**config.mk**
```make
export PLATFORM = sky130hd
export DESIGN_NAME = ufs_frame_sched
export DESIGN_NICKNAME = d
export VERILOG_FILES = /design/src/hdl/ufs_pkg.sv /design/src/hdl/ufs_frame_sched.sv
export VERILOG_INCLUDE_DIRS = /design/src /design/src/hdl
export SDC_FILE = /design/constraint.sdc
export NUM_CORES = 1
export LEC_CHECK = 0
export ABC_AREA = 1
export BUFFER_PORTS_ARGS = -buffer_cell sky130_fd_sc_hd__buf_4
export CORE_ASPECT_RATIO = 0.5
export CORE_MARGIN = 5
export CORE_UTILIZATION = 45
export DETAILED_ROUTE_END_ITERATION = 10
export PLACE_DENSITY = 0.66
export SLEW_MARGIN = 30
export SYNTH_ARGS = -nofsm -noshare
export SYNTH_HDL_FRONTEND = slang
export SYNTH_SLANG_ARGS = --single-unit
```
**constraint.sdc**
```tcl
create_clock -name hclk -period 2.5 [get_ports hclk]
set_clock_uncertainty 0.1 [all_clocks]
set_input_delay 0.375 -clock hclk [delete_from_list [all_inputs] [get_ports hclk]]
set_output_delay 0.375 -clock hclk [all_outputs]
set_load 0.1 [all_outputs]
```
**src/hdl/ufs_cfg.svh**
```systemverilog
`ifndef UFS_CFG_SVH
`define UFS_CFG_SVH
// Register byte addresses
`define UFS_ADDR_FRAME_COUNT 32'h30002C3C
`define UFS_ADDR_PERIODIC_THRESHOLD 32'h30002C40
`define UFS_ADDR_LOW_SPEED_CUTOFF 32'h30002C44
`define UFS_ADDR_FRAME_LENGTH 32'h30002C34
`define UFS_ADDR_CONTROL 32'h30002C60
`define UFS_ADDR_IRQ_STATUS 32'h30002C64
`define UFS_ADDR_IRQ_MASK 32'h30002C68
`define UFS_ADDR_REMAINING 32'h30002C38
// Reset values
`define UFS_RST_FRAME_COUNT 16'h0000
`define UFS_RST_PERIODIC 16'h0000
`define UFS_RST_LS_CUTOFF 12'h628
`define UFS_RST_FRAME_LENGTH 14'h2EDF
`define UFS_RST_REMAINING 14'h0000
// Field widths
`define UFS_FC_W 16
`define UFS_PS_W 14
`define UFS_PS_REG_W 16
`define UFS_LS_W 12
`define UFS_FL_W 14
// Control / irq bit positions
`define UFS_CTL_OPER 0
`define UFS_IRQ_SOF 0
`define UFS_IRQ_W 1
// Bit time: 12 MHz full speed from 100 MHz clock
`define UFS_CLK_HZ 100000000
`define UFS_BIT_HZ 12000000
`define UFS_BIT_DIV (`UFS_CLK_HZ / `UFS_BIT_HZ)
`endif

```
**src/hdl/ufs_pkg.sv**
```systemverilog
package ufs_pkg;
	typedef enum logic [1:0] {
		UFS_IDLE = 2'b00,
		UFS_SOF = 2'b01,
		UFS_WRITE = 2'b10,
		UFS_FETCH = 2'b11
	} ufs_phase_e;
	typedef logic [1:0] ufs_htrans_t;
endpackage

```
**src/hdl/ufs_frame_sched.sv**
```systemverilog
// Function
// Frame count steps by one on each remaining-counter reload.
// Frame count wraps from all ones to zero.
// Entering operational state advances frame count.
// Count written to shared area after SOF, before first descriptor fetch.
// After shared-area write, frame-start flag sets in irq status.
// Frame count resets to zero, read only to software.
// Software may extend frame count to 32 bits itself.
// Reset clears periodic threshold field, low fourteen bits.
// Software programs threshold about ten percent below frame length.
// At threshold, periodic lists gain priority over control and bulk.
// Current control or bulk transaction finishes before interrupt list.
// Periodic threshold is a fourteen-bit compare value.
// Low-speed start only when remaining is at least the cutoff.
// Low-speed cutoff is twelve bits, writable, resets to default.
// Software computes cutoff including transmission and setup overhead.
// Remaining counter decrements per bit time, reloads after zero.
// Frame length defaults to nominal value after reset.
// Reserved bits read zero, writes ignored.
`timescale 1ns/1ps
`include "ufs_cfg.svh"
module ufs_frame_sched (
	// Clock and reset
	input wire logic hclk,
	input wire logic hresetn,
	// AHB-Lite slave
	input wire logic hsel,
	input wire logic [31:0] haddr,
	input wire ufs_pkg::ufs_htrans_t htrans,
	input wire logic hwrite,
	input wire logic [2:0] hsize,
	input wire logic [31:0] hwdata,
	input wire logic hready,
	output logic [31:0] hrdata,
	output logic hreadyout,
	output logic hresp,
	// Scheduler hooks
	input wire logic xfer_busy,
	input wire logic ls_request,
	input wire logic shared_comm_area_ack,
	output logic shared_comm_area_wr,
	output logic [15:0] shared_comm_area_data,
	output logic sof_pulse,
	output logic ed_fetch_go,
	output logic periodic_pri,
	output logic ls_start_ok,
	// Interrupt
	output logic irq
);
	import ufs_pkg::*;

	// Address phase capture
	logic wr_pend_q, wr_pend_d;
	logic [31:0] addr_q, addr_d;
	logic [31:0] rdata_q, rdata_d;
	// Registers
	logic [`UFS_FC_W-1:0] fc_q, fc_d;
	logic [`UFS_PS_W-1:0] ps_q, ps_d;
	logic [`UFS_LS_W-1:0] ls_q, ls_d;
	logic [`UFS_FL_W-1:0] fl_q, fl_d;
	logic [`UFS_FL_W-1:0] rem_q, rem_d;
	logic oper_q, oper_d, oper_prev_q;
	logic [`UFS_IRQ_W-1:0] ist_q, ist_d, imask_q, imask_d;
	logic [3:0] div_q, div_d;
	ufs_phase_e ph_q, ph_d;
	logic shared_comm_area_wr_q, shared_comm_area_wr_d, sof_q, sof_d, go_q, go_d;
	logic pri_q, pri_d, lsok_q, lsok_d, irq_q, irq_d;
	logic bit_tick, reload, op_entry, take, frame_step, sof_set;

	// Divider has to fit the four-bit prescaler
	if (`UFS_BIT_DIV < 1 || `UFS_BIT_DIV > 15) begin : g_bad_div
		$error("bit-time divider out of range");
	end

	// Bit-time enable from the 100 MHz clock
	assign bit_tick = (div_q == 4'(`UFS_BIT_DIV - 1));
	// Reload only while operational, so the count stays put until started
	assign reload = bit_tick && oper_q && (rem_q == '0);
	assign op_entry = oper_q && !oper_prev_q;
	assign frame_step = reload || op_entry;
	assign take = hsel && hready && htrans[1];
	assign sof_set = (ph_q == UFS_WRITE) && shared_comm_area_ack;

	// Next-state logic for counters, registers and read data
	always_comb begin
		div_d = bit_tick ? 4'h0 : div_q + 4'h1;
		rem_d = rem_q;
		if (op_entry)
			rem_d = fl_q;
		else if (reload)
			rem_d = fl_q;
		else if (bit_tick && oper_q)
			rem_d = rem_q - 14'h0001;
		fc_d = frame_step ? fc_q + 16'h0001 : fc_q;
		wr_pend_d = take && hwrite;
		addr_d = take ? haddr : addr_q;
		ps_d = ps_q;
		ls_d = ls_q;
		fl_d = fl_q;
		oper_d = oper_q;
		imask_d = imask_q;
		ist_d = ist_q;
		// Writes: reserved bits dropped, frame count not writable
		if (wr_pend_q) begin
			unique case (addr_q)
			`UFS_ADDR_PERIODIC_THRESHOLD: ps_d = hwdata[`UFS_PS_W-1:0];
			`UFS_ADDR_LOW_SPEED_CUTOFF: ls_d = hwdata[`UFS_LS_W-1:0];
			`UFS_ADDR_FRAME_LENGTH: fl_d = hwdata[`UFS_FL_W-1:0];
			`UFS_ADDR_CONTROL: oper_d = hwdata[`UFS_CTL_OPER];
			`UFS_ADDR_IRQ_MASK: imask_d = hwdata[`UFS_IRQ_W-1:0];
			`UFS_ADDR_IRQ_STATUS: ist_d = ist_q & ~hwdata[`UFS_IRQ_W-1:0];
			default: ;
			endcase
		end
		// Set beats clear so a frame start is never lost
		if (sof_set)
			ist_d[`UFS_IRQ_SOF] = 1'b1;
		// Read mux, reserved bits zero
		rdata_d = 32'h00000000;
		if (take && !hwrite) begin
			unique case (haddr)
			`UFS_ADDR_FRAME_COUNT: rdata_d = {16'h0000, fc_q};
			`UFS_ADDR_PERIODIC_THRESHOLD: rdata_d = {18'h00000, ps_q};
			`UFS_ADDR_LOW_SPEED_CUTOFF: rdata_d = {20'h00000, ls_q};
			`UFS_ADDR_FRAME_LENGTH: rdata_d = {18'h00000, fl_q};
			`UFS_ADDR_REMAINING: rdata_d = {18'h00000, rem_q};
			`UFS_ADDR_CONTROL: rdata_d = {31'h00000000, oper_q};
			`UFS_ADDR_IRQ_STATUS: rdata_d = {31'h00000000, ist_q};
			`UFS_ADDR_IRQ_MASK: rdata_d = {31'h00000000, imask_q};
			default: rdata_d = 32'h00000000;
			endcase
		end
	end

	// Frame boundary sequence: step, SOF, shared-area write, fetch
	always_comb begin
		ph_d = ph_q;
		sof_d = 1'b0;
		shared_comm_area_wr_d = 1'b0;
		go_d = 1'b0;
		unique case (ph_q)
		UFS_IDLE: if (frame_step && oper_d) begin
			ph_d = UFS_SOF;
		end
		UFS_SOF: begin
			sof_d = 1'b1;
			ph_d = UFS_WRITE;
		end
		UFS_WRITE: begin
			shared_comm_area_wr_d = !shared_comm_area_ack;
			if (shared_comm_area_ack)
				ph_d = UFS_FETCH;
		end
		UFS_FETCH: begin
			go_d = 1'b1;
			ph_d = UFS_IDLE;
		end
		endcase
		// Periodic priority taken only between transactions
		pri_d = pri_q;
		if (reload || op_entry)
			pri_d = 1'b0;
		else if (!xfer_busy && rem_q <= ps_q)
			pri_d = 1'b1;
		lsok_d = ls_request && (rem_q >= 14'(ls_q));
		irq_d = |(ist_d & imask_d);
	end

	// Register stage
	always_ff @(posedge hclk or negedge hresetn) begin
		if (!hresetn) begin
			div_q <= 4'h0;
			rem_q <= `UFS_RST_REMAINING;
			fc_q <= `UFS_RST_FRAME_COUNT;
			ps_q <= `UFS_PS_W'(`UFS_RST_PERIODIC);
			ls_q <= `UFS_RST_LS_CUTOFF;
			fl_q <= `UFS_RST_FRAME_LENGTH;
			oper_q <= 1'b0;
			oper_prev_q <= 1'b0;
			ist_q <= '0;
			imask_q <= '0;
			wr_pend_q <= 1'b0;
			addr_q <= 32'h00000000;
			rdata_q <= 32'h00000000;
			ph_q <= UFS_IDLE;
			sof_q <= 1'b0;
			shared_comm_area_wr_q <= 1'b0;
			go_q <= 1'b0;
			pri_q <= 1'b0;
			lsok_q <= 1'b0;
			irq_q <= 1'b0;
		end else begin
			div_q <= div_d;
			rem_q <= rem_d;
			fc_q <= fc_d;
			ps_q <= ps_d;
			ls_q <= ls_d;
			fl_q <= fl_d;
			oper_q <= oper_d;
			oper_prev_q <= oper_q;
			ist_q <= ist_d;
			imask_q <= imask_d;
			wr_pend_q <= wr_pend_d;
			addr_q <= addr_d;
			rdata_q <= rdata_d;
			ph_q <= ph_d;
			sof_q <= sof_d;
			shared_comm_area_wr_q <= shared_comm_area_wr_d;
			go_q <= go_d;
			pri_q <= pri_d;
			lsok_q <= lsok_d;
			irq_q <= irq_d;
		end
	end

	// Outputs from flops; slave is zero-wait and always OKAY
	assign hrdata = rdata_q;
	assign hreadyout = 1'b1;
	assign hresp = 1'b0;
	assign shared_comm_area_wr = shared_comm_area_wr_q;
	assign shared_comm_area_data = fc_q;
	assign sof_pulse = sof_q;
	assign ed_fetch_go = go_q;
	assign periodic_pri = pri_q;
	assign ls_start_ok = lsok_q;
	assign irq = irq_q;
endmodule

```
==> results of run 1 <==
-- metal layers --
| metal | up-vias | track usage [%] | part of all wire, % |
|---|---|---|---|
| met5 | - | 0 | 0 |
| met4 | 0 | 5.60 | 1.4 |
| met3 | 19 | 5.06 | 5.1 |
| met2 | 151 | 31.9 | 46 |
| met1 | 2894 | 27.4 | 48 |
| li1 | 3081 | - | - |
-- Yosys cell counts, drive strengths merged (15+ instances only) --
master / instances / area [um2]
nor2: 112 / 563
nand3: 44 / 235
nand4: 17 / 121
ha: 35 / 438
dfrtp: 120 / 3000
inv: 113 / 424
xor2: 19 / 166
nor3: 16 / 100
dfstp: 15 / 394
mux2: 18 / 203
nand2: 215 / 830
buf: 33 / 249
a21oi: 23 / 115
o21ai: 80 / 404
-- kinds of logic (layout without fill, tap and decap cells) --
group,after synthesis,in the layout,synth area share [%]
simple gates,420,420,26.0
fa+ha+maj,35,35,5.80
xor+xnor,21,21,2.44
compound gates,123,123,8.84
buf+inv,150,247,9.12
flops,135,135,45.0
mux,18,18,2.69
other cells,2,18,0.0995
-- layout by cell type (no fill, tap or decap), types with 3 or more instances in the layout --
master	instances
o21a_1	3
buf_4	99
inv_1	111
clkinv_2	3
dfrtp_1	120
nand2_2	6
nor3_2	4
nor2_2	6
nor4_1	7
nand3_2	4
nor2_4	17
a31oi_1	3
conb_1	18
a21oi_1	23
clkinv_4	3
o21ai_0	61
ha_1	35
o21ai_1	18
nand4_1	16
nand2_1	208
xor2_1	19
o211ai_1	5
clkbuf_16	17
mux2_2	18
nor3_1	12
nor2_1	89
dfstp_2	15
bufinv_16	3
nand3_1	40
-- where the power goes --
part	switching, W	internal, W	total, W
sequential	0.0000554	0.00228	0.00233
clock	0.00104	0.00158	0.00262
combinational	0.000280	0.000147	0.000427
total	0.00137	0.00400	0.00538
-- area by class of cell --
cell class	count	area share [%]
Multi-Input combinational cell	635	39.1
Inverter	113	4.70
Sequential cell	135	37.7
Clock inverter	14	1.94
Tap cell	227	3.15
Clock buffer	18	4.76
Timing Repair Buffer	102	8.70
-- sequential cells by signal (all words and copies together), names as in the netlist, 2 cells and up --
name,flops
shared_comm_area_data,16
div_q,4
ps_q,14
hrdata,16
addr_q,32
rem_q,14
ls_q,12
ph_q,2
fl_q,14
-- timing repair --
action	4_1_cts	5_1_grt
resized for setup	0	0
hold buffers	1	0
hold endpoints to repair	30	0
-- worst max-delay path by stage --
stage	from	end	cells after the start
global placement	rem_q[12]	shared_comm_area_data[5]	9
global route	div_q[0]	shared_comm_area_data[11]	9
finish	rem_q[12]	shared_comm_area_data[5]	9
detailed placement	div_q[0]	shared_comm_area_data[5]	9
floorplan	shared_comm_area_data[0]	shared_comm_area_data[14]	6
CTS	div_q[0]	shared_comm_area_data[5]	9
-- through the flow --
stage               util (%)  setup slack, ns  instance area, um2  hold slack, ns  cells
floorplan                  -            0.205                7600         -0.0206    920
global placement        51.3            0.312                8400           0.182   1211
detailed placement      51.3            0.246                8400           0.183   1211
CTS                     55.0            0.234                9020         0.00350   1244
global route            55.0           0.0497                9020          0.0233   1244
finish                  55.0            0.247                9020          0.0190   1244
-- worst max-delay path: cells and delay by family, from the launching register on --
kind / cells / cell delay (ns)
and+or+nand+nor: 5 / 0.92
DFF: 1 / 0.47
buffers and inverters: 2 / 0.43
xor gates and xnor gates: 1 / 0.17
AOI/OAI and AO/OA: 1 / 0.09
==> impl_metrics.env, run 1 <==
export IMPL_htreeDepth=4
export IMPL_min_path_type="in2reg"
export IMPL_synth_main_ff_cell="dfrtp_1"
export IMPL_cts_path_max_buffers=2
export IMPL_power_w=0.00538
export IMPL_critPathCaptureType="flip-flop"
export IMPL_fin_crit_sh_pct=90.1
export IMPL_overflow=0
export IMPL_ios=133
export IMPL_setup_violations_final=0
export IMPL_dieArea_um2=19600
export IMPL_row_count=33
export IMPL_cts_sinks=135
export IMPL_relSlewSlack_pct=60.0
export IMPL_required_ns=2.75
export IMPL_seq_area_frac_synth_pct=45.0
export IMPL_globalplace_congestion=0.884
export IMPL_r2r_cells=9
export IMPL_avgSynthCellArea_um2=8.35
export IMPL_final_nets=1116
export IMPL_cts_root_buf="clkbuf_16"
export IMPL_cts_buffers=17
export IMPL_first_iter_violations=480
export IMPL_critPathMaxFanout=29
export IMPL_worstMarginPinSlew_ns=0.594
export IMPL_hp_start="shared_comm_area_ack"
export IMPL_fin_crit_ns=2.25
export IMPL_regArea_um2=3400
export IMPL_hold_viol_final=0
export IMPL_async_flop_share_pct=100
export IMPL_die_y_um=102
export IMPL_wl_per_cell_um=15.0
export IMPL_fillCellCount=1537
export IMPL_antenna_cells=0
export IMPL_path_class="reg2reg"
export IMPL_vdd_drop_max_uv=513
export IMPL_start_util_pct=46.0
export IMPL_hpwl_um=14200
export IMPL_powerDensity_nw_per_um2=596
export IMPL_post_cts_setup_buffers=0
export IMPL_multi_input_area_um2=3520
export IMPL_grt_pass1_wl_um=30500
export IMPL_slew_viol_final=0
export IMPL_routed_wl_um=18600
export IMPL_io_buffers=92
export IMPL_r2r_slack_ns=0.25
export IMPL_drive_above_1_share_pct=20.6
export IMPL_maxCapViolCount=0
export IMPL_start_kind="flip-flop"
export IMPL_num_vias=6145
export IMPL_fp_dieW_um=193
export IMPL_ant_nets=0
export IMPL_finalSetupTns_ns=0
export IMPL_cellLeakagePower_nw=4.74
export IMPL_area_growth_pct=19.5
export IMPL_outcome="complete, no violations"
export IMPL_reg2reg_from="rem_q[12]"
export IMPL_drc=0
export IMPL_path_cells="nor2_2 > inv_1 > nor2_1 > nand3_1 > o21ai_2 > buf_4 > nand2_1 > nor3_1 > xor2_1"
export IMPL_slowest_stage="dfrtp_1"
export IMPL_arrival_ns=2.51
export IMPL_core_um2=16400
export IMPL_netlist_instances=904
export IMPL_grt_use_total_pct=20.0
export IMPL_ys_ff_latch=135
export IMPL_netlist_area_um2=7540
export IMPL_rsz0062_at_grt="no"
export IMPL_worstHoldPathCells=2
export IMPL_max_stage_delay_ns=0.47
export IMPL_grt_pass1_vias=5956
export IMPL_clk_latency_ns=0.43
export IMPL_max_freq_mhz=444
export IMPL_drt_pass1_iterations=5
export IMPL_yosysWarnings=0
export IMPL_viasPerCell=4.94
export IMPL_grt_max_degree=51
export IMPL_cts_tree="yes"
export IMPL_r2r_end="shared_comm_area_data[5]"
export IMPL_min_to="shared_comm_area_wr"
export IMPL_antenna_found_initial=0
export IMPL_ys_types=47
export IMPL_path_clk_slew_ns=0.07
export IMPL_synth_edff_count=0
(Power assumes the default switching activity.)
==> inputs of run 2 (changes only) <==
--- a/config.mk
+++ b/config.mk
@@ -11,6 +11,7 @@
 export CORE_ASPECT_RATIO = 0.5
 export CORE_MARGIN = 5
 export CORE_UTILIZATION = 45
+export CTS_BUF_LIST = sky130_fd_sc_hd__clkbuf_8
 export DETAILED_ROUTE_END_ITERATION = 10
 export PLACE_DENSITY = 0.66
 export SLEW_MARGIN = 30
==> run 2 against run 1 <==
Combinational power about the same. Critical endpoint is now shared_comm_area_data[11]. Cell count increased by 0.16%. Worst hold slack better by 0.029 ns. Critical path depth is the same. Sequential share of layout area up 0.73 points. Largest cell class unchanged. Maximum frequency down 0.45%. Non-clock buffer count is 2 higher. Register-to-register slack is essentially flat.
==> impl_metrics.env, run 2 (synthesis gave the netlist of run 1 again) <==
export IMPL_relSlewSlack_pct=59.4
export IMPL_grt_pass1_wl_um=30400
export IMPL_critPathCaptureType="flip-flop"
export IMPL_fin_crit_sh_pct=90.5
export IMPL_cts_root_buf="clkbuf_8"
export IMPL_min_path_type="in2reg"
export IMPL_rsz0062_at_grt="no"
export IMPL_ctsResizeCount=0
export IMPL_setup_slack_ns=0.237
export IMPL_drc=0
export IMPL_layout_commonest_cell="nand2_1"
export IMPL_io_buffers=92
export IMPL_path_clk_slew_ns=0.08
export IMPL_start_kind="flip-flop"
export IMPL_antenna_found_initial=0
export IMPL_clk_latency_ns=0.47
export IMPL_finalSetupTns_ns=0
export IMPL_pre_cts_ws_ns=0.246
export IMPL_maxCapViolCount=0
export IMPL_path_class="reg2reg"
export IMPL_outcome="complete, no violations"
export IMPL_top_register="addr_q"
export IMPL_vdd_drop_max_uv=385
export IMPL_globalplace_congestion=0.884
export IMPL_final_cell_mix="208 x nand2_1, 120 x dfrtp_1, 112 x inv_1"
export IMPL_r2r_slack_ns=0.24
export IMPL_place_area_um2=8400
export IMPL_stdcell_count=1246
export IMPL_setup_violations_final=0
export IMPL_fp_dieW_um=193
export IMPL_num_vias=6142
export IMPL_worstHoldPathCells=3
export IMPL_antenna_cells=0
export IMPL_cts_tree="yes"
export IMPL_core_um2=16400
export IMPL_largest_register_ffs=32
export IMPL_area_growth_pct=17.3
export IMPL_r2r_cells=9
export IMPL_hp_start="hwrite"
export IMPL_fin_util_pct=54.0
export IMPL_min_to="wr_pend_q"
export IMPL_hpwl_um=14200
export IMPL_critPathMaxFanout=29
export IMPL_htreeDepth=4
export IMPL_powerDensity_nw_per_um2=532
export IMPL_final_nets=1118
export IMPL_dp_cells=1211
export IMPL_start_util_pct=46.0
export IMPL_grt_use_total_pct=19.9
export IMPL_reg2reg_from="div_q[0]"
export IMPL_grt_pass1_vias=5959
export IMPL_drive_above_1_share_pct=20.6
export IMPL_slew_viol_final=0
export IMPL_cts_buffers=17
export IMPL_ios=133
export IMPL_row_count=33
export IMPL_required_ns=2.79
export IMPL_first_iter_violations=424
export IMPL_ant_nets=0
export IMPL_grt_max_degree=51
export IMPL_r2r_end="shared_comm_area_data[11]"
export IMPL_wl_per_cell_um=14.9
export IMPL_routed_wl_um=18600
export IMPL_hold_viol_final=0
export IMPL_overflow=0
export IMPL_fin_crit_ns=2.26
export IMPL_worstMarginPinSlew_ns=0.603
export IMPL_cts_sinks=135
export IMPL_dieArea_um2=19600
export IMPL_drt_pass1_iterations=5
export IMPL_viasPerCell=4.93
export IMPL_arrival_ns=2.55
export IMPL_cts_path_max_buffers=2
export IMPL_cellLeakagePower_nw=4.66
export IMPL_max_freq_mhz=442
export IMPL_die_y_um=102
export IMPL_fin_area_um2=8850
run 2: worst max path at each step:
stage / slack (ns) / start / cells past startpoint / endpoint
CTS: 0.22 / div_q[0] / 9 / shared_comm_area_data[5]
detailed placement: 0.25 / div_q[0] / 9 / shared_comm_area_data[5]
floorplan: 0.20 / shared_comm_area_data[0] / 6 / shared_comm_area_data[14]
global placement: 0.31 / rem_q[12] / 9 / shared_comm_area_data[5]
finish: 0.24 / div_q[0] / 9 / shared_comm_area_data[11]
global route: 0.03 / div_q[0] / 9 / shared_comm_area_data[11]
run 2: layout make-up:
type,instances,area [um2]
fill,1560,7540
multi-input combinational,635,3520
sequential,135,3400
timing repair buffer,104,805
inverter,113,424
tap,227,284
clock buffer,17,234
clock inverter,15,179
run 2: per-layer routing:
layer  global-route usage, %  share of wire (%)
met4                    5.44                1.5
met2                    31.6                 45
met5                       0                  0
met3                    4.86                5.1
met1                    27.4                 48
run 2: timing repair:
item / 4_1_cts / 5_1_grt
endpoints found under the hold margin: 32 / 0
setup buffers: 0 / 0
hold buffers: 3 / 0
run 2: per-stage QoR:
step | hold slack (ns) | total power, W
after floorplan | -0.0206 | 0.00265
after global placement | 0.182 | 0.00279
after detailed placement | 0.183 | 0.00280
after CTS | 0.0226 | 0.00476
after global routing | 0.0320 | 0.00491
final | 0.0481 | 0.00471
run 2: critical path, cell delays in order (launching register included):
cell     delay, ns
dfrtp_1       0.39
ha_1          0.25
nand3_1       0.15
nor2_2        0.19
nand3_1       0.13
o21ai_2       0.09
buf_4         0.35
nand4_1       0.22
nor2_1        0.16
xor2_1        0.15
run 2: power breakdown:
| group | switching, W | internal, W | leakage, nW |
|---|---|---|---|
| registers | 0.0000550 | 0.00227 | 1.63 |
| logic | 0.000281 | 0.000149 | 2.82 |
| clock network | 0.000956 | 0.000993 | 0.209 |
| total | 0.00129 | 0.00342 | 4.66 |
